===== src/piezo_channel_defs.svh =====
// Register offsets, field positions, reset values and timing counts for the piezo channel
`ifndef PIEZO_CHANNEL_DEFS_SVH
`define PIEZO_CHANNEL_DEFS_SVH
`define OFF_CONTROL      12'h000
`define OFF_SETPOINT     12'h004
`define OFF_JOG_STEP     12'h008
`define OFF_LOOP_GAIN    12'h00c
`define OFF_FORCE        12'h010
`define OFF_COMMAND      12'h014
`define OFF_STATUS       12'h018
`define OFF_READOUT      12'h01c
`define CTL_ENABLE       0
`define CTL_CLOSED       1
`define CTL_DISP_POS     2
`define CTL_EXT_SRC      3
`define CTL_FORCE        4
`define CMD_JOG_UP       0
`define CMD_JOG_DOWN     1
`define CMD_ZERO         2
`define CMD_IDENT        3
`define CMD_TOG_LOOP     4
`define CMD_TOG_DISP     5
`define ST_ENABLED       0
`define ST_ACTIVE        1
`define ST_ERROR         2
`define ST_IDENT         3
`define RST_GAIN         8'h64
`define RST_FORCE_CAL    16'h001e
`define RST_JOG_STEP     16'h0001
`define SETPOINT_MAX     16'hffff
`define IDENT_TIME_MS    500
`define IDENT_CYCLES     ((`IDENT_TIME_MS) * 100000)
`define BLINK_BIT        22
`endif


===== src/piezo_channel_pkg.sv =====
// Types for the piezo channel control block
package piezo_channel_pkg;
   typedef enum logic {software_only_source, external_plus_software_source} source_type;
   typedef struct packed {
      logic        force_mode;
      source_type  source;
      logic        display_position;
      logic        closed_loop;
      logic        enable;
   } control_type;
   typedef struct packed {
      logic [7:0] integral;
      logic [7:0] proportional;
   } gain_type;
   typedef struct packed {
      logic [15:0] offset;
      logic [15:0] calibration;
   } force_type;
   typedef enum {ident_idle, ident_flash} ident_state_type;
endpackage


===== src/piezo_channel_control.sv =====
// Per-channel piezo control: APB registers, setpoint, jog, drive select and indicators
`timescale 1ns/1ps
`include "piezo_channel_defs.svh"
module piezo_channel_control #(
   parameter int unsigned IDENT_CYCLES = `IDENT_CYCLES
) (
   // Clock and reset
   input  wire logic        mclk,
   input  wire logic        sys_rst,
   // APB slave
   input  wire logic        psel,
   input  wire logic        penable,
   input  wire logic        pwrite,
   input  wire logic [11:0] paddr,
   input  wire logic [31:0] pwdata,
   output logic             pready,
   output logic             pslverr,
   output logic [31:0]      prdata,
   // Analog side, already digitised
   input  wire logic [15:0] external_input_positive,
   input  wire logic [15:0] external_input_negative,
   input  wire logic [15:0] strain_gauge,
   input  wire logic [15:0] amp_voltage,
   // Fault inputs
   input  wire logic        supply_fault,
   input  wire logic        actuator_present,
   input  wire logic        over_temp,
   // Amplifier and loop outputs
   output logic [15:0]      high_voltage_amplifier,
   output logic [15:0]      position_target,
   output logic             loop_closed,
   output logic [7:0]       loop_proportional,
   output logic [7:0]       loop_integral,
   // Indicators
   output logic             enable_led,
   output logic             active_led,
   output logic             error_led,
   output logic             ident_led,
   output logic             closed_loop_led,
   output logic             open_loop_led,
   output logic             volts_led,
   output logic             position_led
);

   piezo_channel_pkg::control_type     control_reg;
   piezo_channel_pkg::gain_type        gain_reg;
   piezo_channel_pkg::force_type       force_reg;
   piezo_channel_pkg::ident_state_type ident_state_reg;
   logic [15:0] setpoint_reg;
   logic [15:0] setpoint_next;
   logic [15:0] jog_step_reg;
   logic [15:0] zero_offset_reg;
   logic [31:0] ident_count_reg;
   logic [31:0] readout_reg;
   logic [31:0] read_next;
   logic [16:0] jog_sum;
   logic [17:0] drive_sum;
   logic [16:0] position_diff;
   logic [16:0] force_diff;
   logic [15:0] position_um;
   logic [15:0] force_raw;
   logic [31:0] force_scaled;
   logic        wr_en;
   logic        cmd_wr;
   logic        addr_ok;
   logic        fault;

   // Every access completes in one access cycle
   assign pready  = 1'b1;
   assign wr_en   = psel & penable & pwrite;
   assign cmd_wr  = wr_en && paddr == `OFF_COMMAND;
   assign addr_ok = paddr[1:0] == 2'b00 && paddr <= `OFF_READOUT;
   assign pslverr = psel & penable & ~addr_ok;

   // Settings; toggles and writes share one flop so a toggle lands on the written value
   always_ff @(posedge mclk or posedge sys_rst) begin
      if (sys_rst) begin
         control_reg <= '0;
         gain_reg    <= {`RST_GAIN, `RST_GAIN};
         force_reg   <= {16'h0000, `RST_FORCE_CAL};
         jog_step_reg <= `RST_JOG_STEP;
      end else if (wr_en) begin
         case (paddr)
            `OFF_CONTROL:   control_reg  <= piezo_channel_pkg::control_type'(pwdata[4:0]);
            `OFF_JOG_STEP:  jog_step_reg <= pwdata[15:0];
            `OFF_LOOP_GAIN: gain_reg     <= pwdata[15:0];
            `OFF_FORCE:     force_reg    <= pwdata;
            `OFF_COMMAND: begin
               if (pwdata[`CMD_TOG_LOOP])
                  control_reg.closed_loop <= ~control_reg.closed_loop;
               if (pwdata[`CMD_TOG_DISP])
                  control_reg.display_position <= ~control_reg.display_position;
            end
            default: ;
         endcase
      end
   end

   // Jog arithmetic: one step per command, clamped at both ends
   assign jog_sum = {1'b0, setpoint_reg} + {1'b0, jog_step_reg};
   always_comb begin
      setpoint_next = setpoint_reg;
      if (wr_en && paddr == `OFF_SETPOINT)
         setpoint_next = pwdata[15:0];
      else if (cmd_wr && pwdata[`CMD_JOG_UP] && !pwdata[`CMD_JOG_DOWN])
         setpoint_next = jog_sum[16] ? `SETPOINT_MAX : jog_sum[15:0];
      else if (cmd_wr && pwdata[`CMD_JOG_DOWN] && !pwdata[`CMD_JOG_UP])
         setpoint_next = setpoint_reg > jog_step_reg ?
                         setpoint_reg - jog_step_reg : 16'h0000;
   end

   always_ff @(posedge mclk or posedge sys_rst) begin
      if (sys_rst)
         setpoint_reg <= 16'h0000;
      else
         setpoint_reg <= setpoint_next;
   end

   // Zero captures the raw gauge reading
   always_ff @(posedge mclk or posedge sys_rst) begin
      if (sys_rst)
         zero_offset_reg <= 16'h0000;
      else if (cmd_wr && pwdata[`CMD_ZERO])
         zero_offset_reg <= strain_gauge;
   end

   // Identify flash timer; a new request restarts the period
   always_ff @(posedge mclk or posedge sys_rst) begin
      if (sys_rst) begin
         ident_state_reg <= piezo_channel_pkg::ident_idle;
         ident_count_reg <= 32'h00000000;
      end else if (cmd_wr && pwdata[`CMD_IDENT]) begin
         ident_state_reg <= piezo_channel_pkg::ident_flash;
         ident_count_reg <= 32'h00000000;
      end else begin
         case (ident_state_reg)
            piezo_channel_pkg::ident_idle: ident_count_reg <= 32'h00000000;
            piezo_channel_pkg::ident_flash: begin
               // Count wraps to zero on the last cycle so it never passes the period
               if (ident_count_reg >= IDENT_CYCLES - 1) begin
                  ident_state_reg <= piezo_channel_pkg::ident_idle;
                  ident_count_reg <= 32'h00000000;
               end else begin
                  ident_count_reg <= ident_count_reg + 32'h00000001;
               end
            end
            default: ident_state_reg <= piezo_channel_pkg::ident_idle;
         endcase
      end
   end

   // Drive: source select, sum saturates rather than wrapping
   assign drive_sum = control_reg.source == piezo_channel_pkg::external_plus_software_source ?
                      {2'b00, setpoint_reg} + {2'b00, external_input_positive}
                      - {2'b00, external_input_negative} :
                      {2'b00, setpoint_reg};
   always_ff @(posedge mclk or posedge sys_rst) begin
      if (sys_rst) begin
         high_voltage_amplifier <= 16'h0000;
         position_target        <= 16'h0000;
      end else if (!control_reg.enable) begin
         high_voltage_amplifier <= 16'h0000;
         position_target        <= 16'h0000;
      end else if (control_reg.closed_loop) begin
         // Amplifier voltage is set by the external servo from position_target
         position_target        <= setpoint_reg;
         high_voltage_amplifier <= amp_voltage;
      end else begin
         position_target        <= 16'h0000;
         // Negative sums floor at zero, overflow holds at full scale
         high_voltage_amplifier <= drive_sum[17] ? 16'h0000 :
                                   drive_sum[16] ? `SETPOINT_MAX : drive_sum[15:0];
      end
   end

   // Readout in the unit the display selects
   assign position_diff = {1'b0, strain_gauge} - {1'b0, zero_offset_reg};
   assign position_um   = position_diff[16] ? 16'h0000 : position_diff[15:0];
   assign force_diff    = {1'b0, strain_gauge} - {1'b0, force_reg.offset};
   assign force_raw     = force_diff[16] ? 16'h0000 : force_diff[15:0];
   // Force is the offset-corrected gauge count times the calibration value
   assign force_scaled  = force_raw * force_reg.calibration;
   always_ff @(posedge mclk or posedge sys_rst) begin
      if (sys_rst)
         readout_reg <= 32'h00000000;
      else if (!control_reg.display_position)
         readout_reg <= {16'h0000, high_voltage_amplifier};
      else if (control_reg.force_mode)
         readout_reg <= force_scaled;
      else
         readout_reg <= {16'h0000, position_um};
   end

   // Indicators
   assign fault = supply_fault | over_temp | (control_reg.closed_loop & ~actuator_present);
   always_ff @(posedge mclk or posedge sys_rst) begin
      if (sys_rst) begin
         error_led  <= 1'b0;
         active_led <= 1'b0;
         ident_led  <= 1'b0;
      end else begin
         error_led  <= fault;
         active_led <= ~fault;
         ident_led  <= ident_state_reg == piezo_channel_pkg::ident_flash &&
                       ident_count_reg[`BLINK_BIT];
      end
   end
   assign enable_led        = control_reg.enable;
   assign closed_loop_led   = control_reg.closed_loop;
   assign open_loop_led     = ~control_reg.closed_loop;
   assign position_led      = control_reg.display_position;
   assign volts_led         = ~control_reg.display_position;
   assign loop_closed       = control_reg.closed_loop & control_reg.enable;
   assign loop_proportional = gain_reg.proportional;
   assign loop_integral     = gain_reg.integral;

   // Read mux, registered
   always_comb begin
      read_next = 32'h00000000;
      case (paddr)
         `OFF_CONTROL:   read_next = {27'h0000000, control_reg};
         `OFF_SETPOINT:  read_next = {16'h0000, setpoint_reg};
         `OFF_JOG_STEP:  read_next = {16'h0000, jog_step_reg};
         `OFF_LOOP_GAIN: read_next = {16'h0000, gain_reg};
         `OFF_FORCE:     read_next = force_reg;
         `OFF_STATUS:    read_next = {28'h0000000,
                                      ident_state_reg == piezo_channel_pkg::ident_flash,
                                      fault, ~fault, control_reg.enable};
         `OFF_READOUT:   read_next = readout_reg;
         default:        read_next = 32'h00000000;
      endcase
   end
   always_ff @(posedge mclk or posedge sys_rst) begin
      if (sys_rst)
         prdata <= 32'h00000000;
      else if (psel & ~penable & ~pwrite)
         prdata <= read_next;
   end
endmodule // piezo_channel_control


===== config.mk =====
export PLATFORM = sky130hd
export DESIGN_NAME = piezo_channel_control
export DESIGN_NICKNAME = d
export VERILOG_FILES = /design/src/piezo_channel_pkg.sv /design/src/piezo_channel_control.sv
export VERILOG_INCLUDE_DIRS = /design/src
export SDC_FILE = /design/constraint.sdc
export NUM_CORES = 1
export LEC_CHECK = 0
export BUFFER_PORTS_ARGS = -buffer_cell sky130_fd_sc_hd__buf_2
export CORE_MARGIN = 10
export CORE_UTILIZATION = 45
export DETAILED_ROUTE_END_ITERATION = 10
export GPL_TIMING_DRIVEN = 0
export PLACE_DENSITY = 0.64
export SYNTH_ARGS = -nofsm -noshare
export SYNTH_HDL_FRONTEND = slang
export SYNTH_SLANG_ARGS = --single-unit

===== constraint.sdc =====
create_clock -name mclk -period 12.56 [get_ports mclk]
set_clock_uncertainty 0.15 [all_clocks]
set_input_delay 0.628 -clock mclk [delete_from_list [all_inputs] [get_ports mclk]]
set_output_delay 0.628 -clock mclk [all_outputs]
set_load 0.01 [all_outputs]

# --- Word-level counts from Yosys, hierarchy flattened ---
# Index checks and enable logic that the tools add are counted.
classes:
  add_sub_neg: 7
  multipliers: 1
  order_cmp: 3
  n_eq_ne: 13
  mux: 26
  n_bitwise: 16
  reduce_logical: 25
op_table:
  columns: ["operator", "n"]
  rows:
  - ["$pmux W32 S7", 1]
  - ["$mux W16", 13]
  - ["$mux W32", 6]
  - ["$pmux W32 S2", 2]
  - ["$eq A12 B5 Y1 const B", 4]
  - ["$add A16 B16 Y17", 2]
  - ["$sub A16 B16 Y17", 2]
  - ["$add A32 B1 Y32 const B", 1]
  - ["$eq A32 B1 Y1 const B", 1]
  - ["$eq A32 B2 Y1 const B", 1]
  - ["$ge A32 B26 Y1 const B", 1]
  - ["$logic_not A32 Y1", 1]
  - ["$mul A16 B16 Y32", 1]
  - ["$eq A12 B4 Y1 const B", 2]
  - ["$mux W18", 1]
  - ["$sub A17 B16 Y18", 1]
  - ["$gt A16 B16 Y1", 1]
  - ["$sub A16 B16 Y16", 1]
  - ["$eq A12 B3 Y1 const B", 1]
  - ["$le A12 B5 Y1 const B", 1]
  - ["$logic_not A12 Y1", 1]
  - ["$logic_and A1 B1 Y1", 10]
  - ["$reduce_and A2 Y1", 5]
  - ["$and A1 B1 Y1", 7]
  - ["11 further kinds", 24]
totals:
  ff_bits: 264
  input_bits: 116
  output_inout_bits: 91
  word_cells: 112

# --- Logic depth before layout (Yosys ltp) ---
# Gate-level depths: netlist of the first run.
logic_depth:
  ltp_word: 8
  ltp_mapped: 34
  mapped_depth_nobuf: 32

# --- Least setup slack after synthesis of the first run ---
# Ideal clock, no wire load.
synth_timing:
  path_type: "in2reg"
  from: "in strain_gauge[0]"
  to: "reg readout_reg[31]"
  setup_time_ns: 0.147
  arrival_ns: 8.006
  required_time_ns: 12.263
  setup_slack_ns: 4.257
  stages: 32
  path_buffers: 3
  path_cell_list: "inv_1 -> ha_1 -> fa_1 -> nor2b_2 -> o21a_1 -> o21ai_2 -> o21ai_2 -> o2111ai_2 -> nor3b_4 -> buf_8 -> nor4_4 -> buf_4 -> nand2_1 -> fa_1 -> fa_1 -> fa_1 -> fa_1 -> inv_1 -> fa_1 -> inv_1 -> fa_1 -> inv_1 -> ha_1 -> buf_2 -> a211oi_1 -> nand2_1 -> o31ai_1 -> o21ai_1 -> a41oi_2 -> o21ai_0 -> mux2i_1 -> o311ai_0"
synth_via:
  elab_chain_len: 5
synth_rtl:
  columns: ["item", "line", "text"]
  rows:
  - ["from (decl)", "piezo_channel_control.sv:22", "input wire logic [15:0] strain_gauge,"]
  - ["$sub A16 B16 Y17", "piezo_channel_control.sv:179", "assign force_diff = {1'b0, strain_gauge} - {1'b0, force_reg.offset};"]
  - ["$mux W16", "piezo_channel_control.sv:180", "assign force_raw = force_diff[16] ? 16'h0000 : force_diff[15:0];"]
  - ["$mul A16 B16 Y32", "piezo_channel_control.sv:182", "assign force_scaled = force_raw * force_reg.calibration;"]
  - ["$mux W32", "piezo_channel_control.sv:188", "else if (control_reg.force_mode)"]
  - ["$mux W32", "piezo_channel_control.sv:186", "else if (!control_reg.display_position)"]
  - ["to (signal assigned)", "piezo_channel_control.sv:187", "readout_reg <= {16'h0000, high_voltage_amplifier};"]
  - ["to (signal assigned)", "piezo_channel_control.sv:189", "readout_reg <= force_scaled;"]
  - ["to (signal assigned)", "piezo_channel_control.sv:191", "readout_reg <= {16'h0000, position_um};"]
  - ["to (decl)", "piezo_channel_control.sv:54", "logic [31:0] readout_reg;"]
# Every way passes these cells.
# A chain may end at the register's enable or synchronous reset.

# --- Worst setup path after layout of the first run ---
layout_timing:
  from: "reg force_reg[16] (netlist bit)"
  to: "reg readout_reg[31]"
layout_via:
  elab_chain_len: 5
layout_rtl:
  columns: ["item", "line", "text"]
  rows:
  - ["from (decl)", "piezo_channel_control.sv:47", "piezo_channel_pkg::force_type force_reg;"]
  - ["from (signal assigned)", "piezo_channel_control.sv:80", "force_reg <= {16'h0000, `RST_FORCE_CAL};"]
  - ["from (signal assigned)", "piezo_channel_control.sv:87", "`OFF_FORCE: force_reg <= pwdata;"]
  - ["$sub A16 B16 Y17", "piezo_channel_control.sv:179", null]
  - ["$mux W16", "piezo_channel_control.sv:180", null]
  - ["$mul A16 B16 Y32", "piezo_channel_control.sv:182", null]
  - ["$mux W32", "piezo_channel_control.sv:188", null]
  - ["$mux W32", "piezo_channel_control.sv:186", null]
# Every way passes these cells.

==> results of run 1 <==
## cell families (layout without fill, tap and decap cells)
| kind of cell | Yosys count | after routing |
|---|---|---|
| and+or+nand+nor | 827 | 827 |
| AOI/OAI and AO/OA | 523 | 523 |
| buffers and inverters | 506 | 763 |
| adders and majority gates | 400 | 400 |
| DFF | 233 | 233 |
| xor gates and xnor gates | 83 | 83 |
| muxes | 59 | 59 |
| other | 2 | 10 |
## cell usage in the layout, fill, tap and decap left out, drive strengths merged, types with 7 or more instances in the layout
master	count
o21bai	18
and2	108
o21a	21
xnor2	49
a21oi	116
a31oi	21
o31ai	9
a2bb2oi	12
o22ai	8
mux2	52
nor2	151
clkbuf	121
fa	214
xor2	34
dfstp	11
nor3	53
a211oi	22
a221oi	7
o211ai	9
nand3	53
conb	7
o21ai	148
inv	391
dfrtp	222
nand2b	12
and3	57
or3	17
nand4	24
nand2	286
ha	186
nor3b	16
a22oi	44
a21o	19
buf	244
nor2b	15
nor4	14
## final cells by class
cell class	instances	area, sq um	share of cell area, %
Multi-Input combinational cell	1899	15700	59.5
Sequential cell	233	5840	22.1
Inverter	389	1470	5.54
Timing Repair Buffer	204	1040	3.94
Clock buffer	44	852	3.22
Tap cell	680	851	3.21
Buffer	117	547	2.07
Clock inverter	9	120	0.454
Antenna cell	3	7.51	0.0284
## how the worst max path moves through the flow
stage | cells past startpoint | slack, ns | startpoint | end
after floorplan | 32 | 4.26 | strain_gauge[0] | readout_reg[31]
after global placement | 33 | 2.53 | strain_gauge[0] | readout_reg[31]
after detailed placement | 33 | 2.45 | strain_gauge[0] | readout_reg[31]
after CTS | 31 | 2.86 | force_reg[16] | readout_reg[31]
after global routing | 31 | 2.39 | force_reg[16] | readout_reg[31]
final | 31 | 2.79 | force_reg[16] | readout_reg[31]
## worst max-delay path, delay by kind of cell (launching register included)
kind,cells,cell delay (ns)
flops,1,0.41
fa+ha+maj,9,4.04
mux,1,0.17
buf+inv,6,0.86
compound gates,10,2.57
simple gates,5,1.37
## metal layers
metal | routed length [um] | vias up
li1 | - | 9262
met1 | 38000 | 10400
met2 | 35600 | 874
met3 | 7900 | 131
met4 | 2520 | 6
met5 | 34 | -
## metrics by stage
| stage | util, % | area, sq um | worst slack (ns) | power, mW |
|---|---|---|---|---|
| 5_1_grt | 51.3 | 26500 | 2.39 | 1.90 |
| 6_report | 51.3 | 26500 | 2.79 | 1.84 |
| 3_5_place_dp | 49.4 | 25500 | 2.45 | 0.987 |
| 3_3_place_gp | 49.3 | 25500 | 2.53 | 0.982 |
| 4_1_cts | 51.3 | 26500 | 2.86 | 1.85 |
| 2_1_floorplan | - | 23600 | 4.26 | 0.911 |
## power by group through the flow
stage | registers, mW | clock network (mW) | logic, mW
4_1_cts | 0.755 | 0.878 | 0.220
3_5_place_dp | 0.768 | 0 | 0.219
6_report | 0.755 | 0.867 | 0.222
3_3_place_gp | 0.769 | 0 | 0.213
5_1_grt | 0.755 | 0.907 | 0.243
2_1_floorplan | 0.768 | 0 | 0.143
==> impl_metrics.toml, run 1 <==
[logic_synthesis]
synthAdderAreaFrac_pct = 28.0
async_flop_share_pct = 100
yosysSeqAreaShare_pct = 24.8
synth_area_sq_um = 23600
syn_inst = 2633
synthSimpleGateAreaFrac_pct = 17.8
ys_top_cells_by_area = "dfrtp_1 24%, fa_1 18%, ha_1 9.9%"
synth_common_cells = "386 x inv_1, 286 x nand2_1, 222 x dfrtp_1"
synth_top_family_by_area = "adder cells"
synth_ff_type = "dfrtp_1"
muxShareOfSynthArea_pct = 2.83
netlist.area_leader.share_pct = 23.6
synth-seq-cells = 233
syn_area_per_cell_sq_um = 8.95
yosysTopAreaCell = "dfrtp_1"
synth_cell_types = 104
synth_edf_count = 0
yosys.area_share.xor_xnor_pct = 3.08
yosys_warnings = 0
synth.most_common_cell = "inv_1"
synth_compound_area_share_pct = 15.0

[sta]
hold_viol_final = 0
setup_viol = 0
rsz0062_at_grt = "false"
hold_ws_ns = 0.0618
timing_worst_slew_pin_value_ns = 0.966
fin_crit_ns = 9.77
fin_tns_setup_ns = 0
fmax_mhz = 102
drv_slew = 0
relSlewSlack_pct = 35.1
fin_crit_sh_pct = 77.8

[global_routing]
grt.total_usage_pct = 26.4
grt_pass1_wl_um = 128000
met3_usage_pct = 5.56
grt_pass1_vias = 20700
grt.busiest_layer = "met2"
grt_overflow = 0
antenna_found_initial = 7
grt_max_degree = 128
gr-usage-met2_pct = 39.0
use_met1_pct = 38.2

[power]
pwr-share-seq_pct = 41.0
internal_power_mw = 1.35
powerDensity_nw_per_um2 = 69.6
p_leak_nw = 13.2
ir_drop_uv = 89.6
switchingPower_mw = 0.496
switching_share_pct = 26.9
comb_power_share_pct = 12.0
p_clk_share_pct = 47.0

[final_layout]
nNetsFinal = 3389
final_layout_size_suffix_gt1_share_pct = 14.4
fillers = 4903
syn2layout_area_growth_pct = 12.3
fin_cells = 3578

[critical_path]
slowest_stage = "nor4_4"
r2r_start = "force_reg[16]"
path_class = "reg -> reg"
max_stage_delay_ns = 0.69
crit_top_cell = "fa_1"
required_ns = 12.80
crit_path_max_fanout = 10
end_kind = "register"
start_kind = "register"
reg2reg_depth = 31
rrSetupSlack_ns = 2.79
cp.arrival_ns = 10.02
r2r_end = "readout_reg[31]"

[die]
row_count = 83
num_io_pins = 207
core_sq_um = 51600
start_util_pct = 45.7
die_area_sq_um = 62000
die_h_um = 249
dieWidth_um = 249

[clocking]
cts_resized = 0
cts_hold_repair.buffers = 0
cts_tree = "built"
cts-buffers-inserted = 29
clock_sinks = 233
htree_num_levels = 1
root_buffer = "clkbuf_16"
clk_pin_slew_ns = 0.06
clk-insertion-delay-late_ns = 0.59
post_cts_buffers = 0
cts_max_path_buffers = 3

[drt]
wire_per_inst_um = 23.5
firstDrtPassIters = 7
ant_nets = 0
vias_per_cell = 5.77
initialDrtViolationCount = 2001
drc = 0
vias = 20700
totalWireLength_um = 84100

[flow_run]
maxCapViolations = 0

[place]
dp.cells = 3522
gp_congestion = 0.961
dp_hpwl_um = 68300
portBuffers = 203

[min_path]
hp-class = "in -> async"

[outcome]
outcome = "finished, final reports clean"
Power figures use the tool's default switching activity.
==> inputs of run 2 (changes only) <==
- clock period: 12.56 -> 10.06 ns (I/O delays scaled with it)
==> impl_metrics.toml, run 2 (synthesized netlist as in run 1, its figures left out) <==
[outcome]
outcome = "finished, final reports clean"

[sta]
fin_crit_ns = 9.61
rsz0062_at_grt = "false"
fin_tns_setup_ns = 0
fmax_mhz = 104
timing_worst_slew_pin_value_ns = 0.974
hold_viol_final = 0
fin_crit_sh_pct = 95.5
relSlewSlack_pct = 33.4
drv_slew = 0
setup_viol = 0

[min_path]
hp-class = "in -> reg"
min_from = "over_temp"

[final_layout]
syn2layout_area_growth_pct = 13.4
fin_cells = 3605
multi_input_area_sq_um = 15800
area.sequential_sq_um = 5840
fillers = 4872
final_area_sq_um = 26700
final_common_cell = "inv_1"
nNetsFinal = 3416
final_layout_size_suffix_gt1_share_pct = 14.3
utilization_pct = 51.8
layout_common_cells = "385 x inv_1, 286 x nand2_1, 228 x buf_2, 222 x dfrtp_1, 214 x fa_1"

[critical_path]
startpoint = "force_reg[16]"
r2r_start = "force_reg[16]"
cp.arrival_ns = 9.86
required_ns = 10.30
slowest_stage = "nor4b_4"
crit_top_cell = "fa_1"
max_stage_delay_ns = 0.60
end_kind = "register"
crit_path_max_fanout = 10
start_kind = "register"
path_class = "reg -> reg"

[clocking]
cts-buffers-inserted = 29
clk_pin_slew_ns = 0.06
cts_max_path_buffers = 3
cts_tree = "built"
clock_sinks = 233
htree_num_levels = 1
root_buffer = "clkbuf_16"
clk-insertion-delay-late_ns = 0.59

[drt]
ant_nets = 0
initialDrtViolationCount = 2046
wire_per_inst_um = 23.4
drc = 0
vias_per_cell = 5.75
totalWireLength_um = 84300
vias = 20700
firstDrtPassIters = 5

[place]
dp_hpwl_um = 68300
portBuffers = 203
dpl_cell_area_sq_um = 25500
gp_congestion = 0.961
dp.cells = 3522

[global_routing]
grt_pass1_vias = 20900
grt.total_usage_pct = 26.5
antenna_found_initial = 6
grt_pass1_wl_um = 128000
grt_overflow = 0
grt_max_degree = 128

[die]
num_io_pins = 207
dieWidth_um = 249
start_util_pct = 45.7
die_h_um = 249
row_count = 83
core_sq_um = 51600
die_area_sq_um = 62000

[power]
p_leak_nw = 13.3
powerDensity_nw_per_um2 = 86.3
ir_drop_uv = 112

[flow_run]
maxCapViolations = 0
==> run 2: path summary, 6_finish.rpt <==
check                                 endpoint  slack, ns  depth (start not counted)
setup / recovery               readout_reg[31]       0.45                         31
setup reg to reg               readout_reg[31]       0.45                         31
max in group asynchronous   ident_count_reg[8]       8.14                          4
hold / removal                       error_led       0.04                          3
min in group asynchronous  position_target[14]       0.49                          3
hold reg to reg                      prdata[1]       0.32                          1
==> run 2: per-layer routing <==
| metal | up-vias | GRT usage, % | wire [um] |
|---|---|---|---|
| met4 | 4 | 7.19 | 2490 |
| met3 | 120 | 5.34 | 7580 |
| met2 | 925 | 39.3 | 35900 |
| met1 | 10400 | 38.4 | 38300 |
| met5 | - | 0 | 16 |
| li1 | 9319 | - | - |
==> run 2: repair_timing <==
| item | in CTS | in global routing |
|---|---|---|
| setup buffers | 0 | 3 |
| hold buffers | 24 | 0 |
| endpoints found under the hold margin | 110 | 0 |
| endpoints found under the setup margin | 0 | 1 |
| gates resized for setup | 0 | 1 |
==> run 2: layout make-up <==
type	instances	area share (%)
Multi-Input combinational cell	1899	58.9
Sequential cell	233	21.9
Inverter	389	5.49
Timing Repair Buffer	231	4.88
Clock buffer	44	3.19
Tap cell	680	3.18
Buffer	117	2.04
Clock inverter	9	0.449
Antenna cell	3	0.0281
==> run 2: stage by stage <==
step | hold WS [ns] | power [mW] | worst slack, ns
after floorplan | 0.300 | 1.14 | 1.88
after global placement | 0.312 | 1.23 | 0.152
after detailed placement | 0.317 | 1.23 | 0.0717
after CTS | 0.00887 | 2.32 | 0.356
after global routing | 0.0483 | 2.39 | 0.00811
final | 0.0358 | 2.31 | 0.449
==> run 2: power by group <==
part           internal, mW  switching [mW]  total, mW
clock network         0.637           0.444       1.08
logic                 0.111           0.173      0.285
registers             0.940         0.00223      0.943
total                  1.69           0.620       2.31
==> run 2: critical path: cells and delay by family, from the launching register on <==
family / cells / cell delay (ns)
DFF: 1 / 0.41
adders and majority gates: 9 / 3.93
buffers and inverters: 6 / 0.83
and+or+nand+nor: 5 / 1.29
muxes: 1 / 0.17
AOI/OAI and AO/OA: 10 / 2.64
==> inputs of run 3 (changes only) <==
- CELL_PAD_IN_SITES_DETAIL_PLACEMENT: default -> 0
- CELL_PAD_IN_SITES_GLOBAL_PLACEMENT: default -> 1
- PLACE_DENSITY: 0.64 -> 0.8
==> impl_metrics.toml, run 3 (synthesized netlist as in run 1, its figures left out) <==
[outcome]
outcome = "finished, final reports clean"

[min_path]
min_from = "amp_voltage[9]"
whs_path_depth = 3
hp-class = "in -> reg"
hold_end = "high_voltage_amplifier[9]"

[clocking]
cts_max_path_buffers = 3
clock_sinks = 233
clk_pin_slew_ns = 0.06
cts_resized = 0
cts_tree = "built"
cts-buffers-inserted = 28
htree_num_levels = 1
clk-insertion-delay-late_ns = 0.58
root_buffer = "clkbuf_16"
post_cts_buffers = 0

[die]
dieWidth_um = 249
core_sq_um = 51600
row_count = 83
die_area_sq_um = 62000
die_h_um = 249
num_io_pins = 207
start_util_pct = 45.7

[drt]
firstDrtPassIters = 6
ant_nets = 0
initialDrtViolationCount = 1886
wire_per_inst_um = 23.1
vias_per_cell = 5.75
totalWireLength_um = 82800
vias = 20600
drc = 0

[sta]
fin_crit_sh_pct = 95.3
hold_ws_ns = 0.0241
rsz0062_at_grt = "false"
fin_tns_setup_ns = 0
drv_slew = 0
hold_viol_final = 0
finalWorstSetupSlack_ns = 0.469
setup_viol = 0
fin_crit_ns = 9.59
timing_worst_slew_pin_value_ns = 1.24
relSlewSlack_pct = 15.3
fmax_mhz = 104

[final_layout]
final_area_sq_um = 26600
layout_common_cells = "385 x inv_1, 286 x nand2_1, 228 x buf_2, 222 x dfrtp_1, 214 x fa_1"
final_layout_size_suffix_gt1_share_pct = 14.4
syn2layout_area_growth_pct = 12.9
fillers = 4838
final_common_cell = "inv_1"
nNetsFinal = 3400

[critical_path]
reg2reg_depth = 32
crit_top_cell = "fa_1"
end_kind = "register"
slowest_stage = "nor3_2"
rrSetupSlack_ns = 0.47
required_ns = 10.31
path_class = "reg -> reg"
crit_path_max_fanout = 10
r2r_end = "readout_reg[31]"
r2r_start = "force_reg[16]"
cp.arrival_ns = 9.85
start_kind = "register"
max_stage_delay_ns = 0.82

[power]
p_clk_share_pct = 47.4
powerDensity_nw_per_um2 = 87.2
comb_power_share_pct = 12.0
p_total_mw = 2.32
ir_drop_uv = 117
switching_share_pct = 26.0
pwr-share-seq_pct = 40.6
p_leak_nw = 13.3
internal_power_mw = 1.72
switchingPower_mw = 0.604

[global_routing]
grt_pass1_wl_um = 127000
grt_max_degree = 126
grt.total_usage_pct = 26.2
grt_pass1_vias = 21000
antenna_found_initial = 6
grt_overflow = 0

[place]
dp_worst_setup_slack_ns = 0.379
portBuffers = 203
gp_congestion = 0.977
dpl_cell_area_sq_um = 25500
dp_hpwl_um = 68300

[flow_run]
maxCapViolations = 0
-- run 3: cell count changes in the layout (fill, tap and decap cells not counted), moves of 2 or more --
cell | previous run | this run
clkinvlp_4 | 0 | 2
clkbuf_8 | 7 | 4
buf_4 | 11 | 8
bufinv_16 | 2 | 5
dlygate4sd3_1 | 24 | 12
inv_6 | 0 | 2
clkbuf_1 | 84 | 79
-- run 3: worst max-delay path, delay by kind of cell, from the launching register on --
family | cells | cell delay [ns]
DFF | 1 | 0.44
and+or+nand+nor | 5 | 1.56
AOI/OAI and AO/OA | 10 | 2.34
muxes | 1 | 0.18
buffers and inverters | 7 | 0.99
adders and majority gates | 9 | 3.73
-- run 3: final cells by class --
type | count | area, sq um | area share (%)
clock buffers | 35 | 767 | 2.88
diodes | 4 | 10.0 | 0.0376
clock inverters | 16 | 233 | 0.874
flip-flops and latches | 233 | 5840 | 21.9
well taps | 680 | 851 | 3.20
plain buffers | 117 | 547 | 2.05
inverters | 389 | 1470 | 5.51
repair buffers | 216 | 1160 | 4.37
multi-input cells | 1899 | 15700 | 59.1
-- run 3: how the worst max path moves through the flow --
stage | end | cells after the start | start
5_1_grt | readout_reg[30] | 32 | force_reg[16]
2_1_floorplan | readout_reg[31] | 32 | strain_gauge[0]
4_1_cts | readout_reg[30] | 32 | force_reg[16]
3_5_place_dp | readout_reg[30] | 34 | strain_gauge[0]
6_report | readout_reg[31] | 32 | force_reg[16]
3_3_place_gp | ident_count_reg[10] | 2 | sys_rst
-- run 3: metrics by stage --
stage               std cells  utilization [%]
floorplan                2638                -
global placement         3521             49.3
detailed placement       3522             49.4
CTS                      3585             51.6
global route             3586             51.6
finish                   3589             51.6
-- run 3: power groups by stage --
stage	Clock, mW	Combinational (mW)	Sequential [mW]
after floorplan	0	0.178	0.959
after global placement	0	0.265	0.960
after detailed placement	0	0.271	0.959
after CTS	1.12	0.276	0.942
after global routing	1.16	0.307	0.942
final	1.10	0.278	0.943
-- run 3: metal layers --
metal  GRT usage [%]  vias up  share of wire [%]
met2            38.9      902                 43
met3            6.87      121                 10
li1                -     9299                  -
met5               0        -              0.013
met1            37.0    10300                 44
met4            7.24        2                2.9
-- run 3: timing repair --
item | in CTS | in global routing
endpoints found under the hold margin | 95 | 0
hold buffers | 12 | 0
setup endpoints to repair | 0 | 0
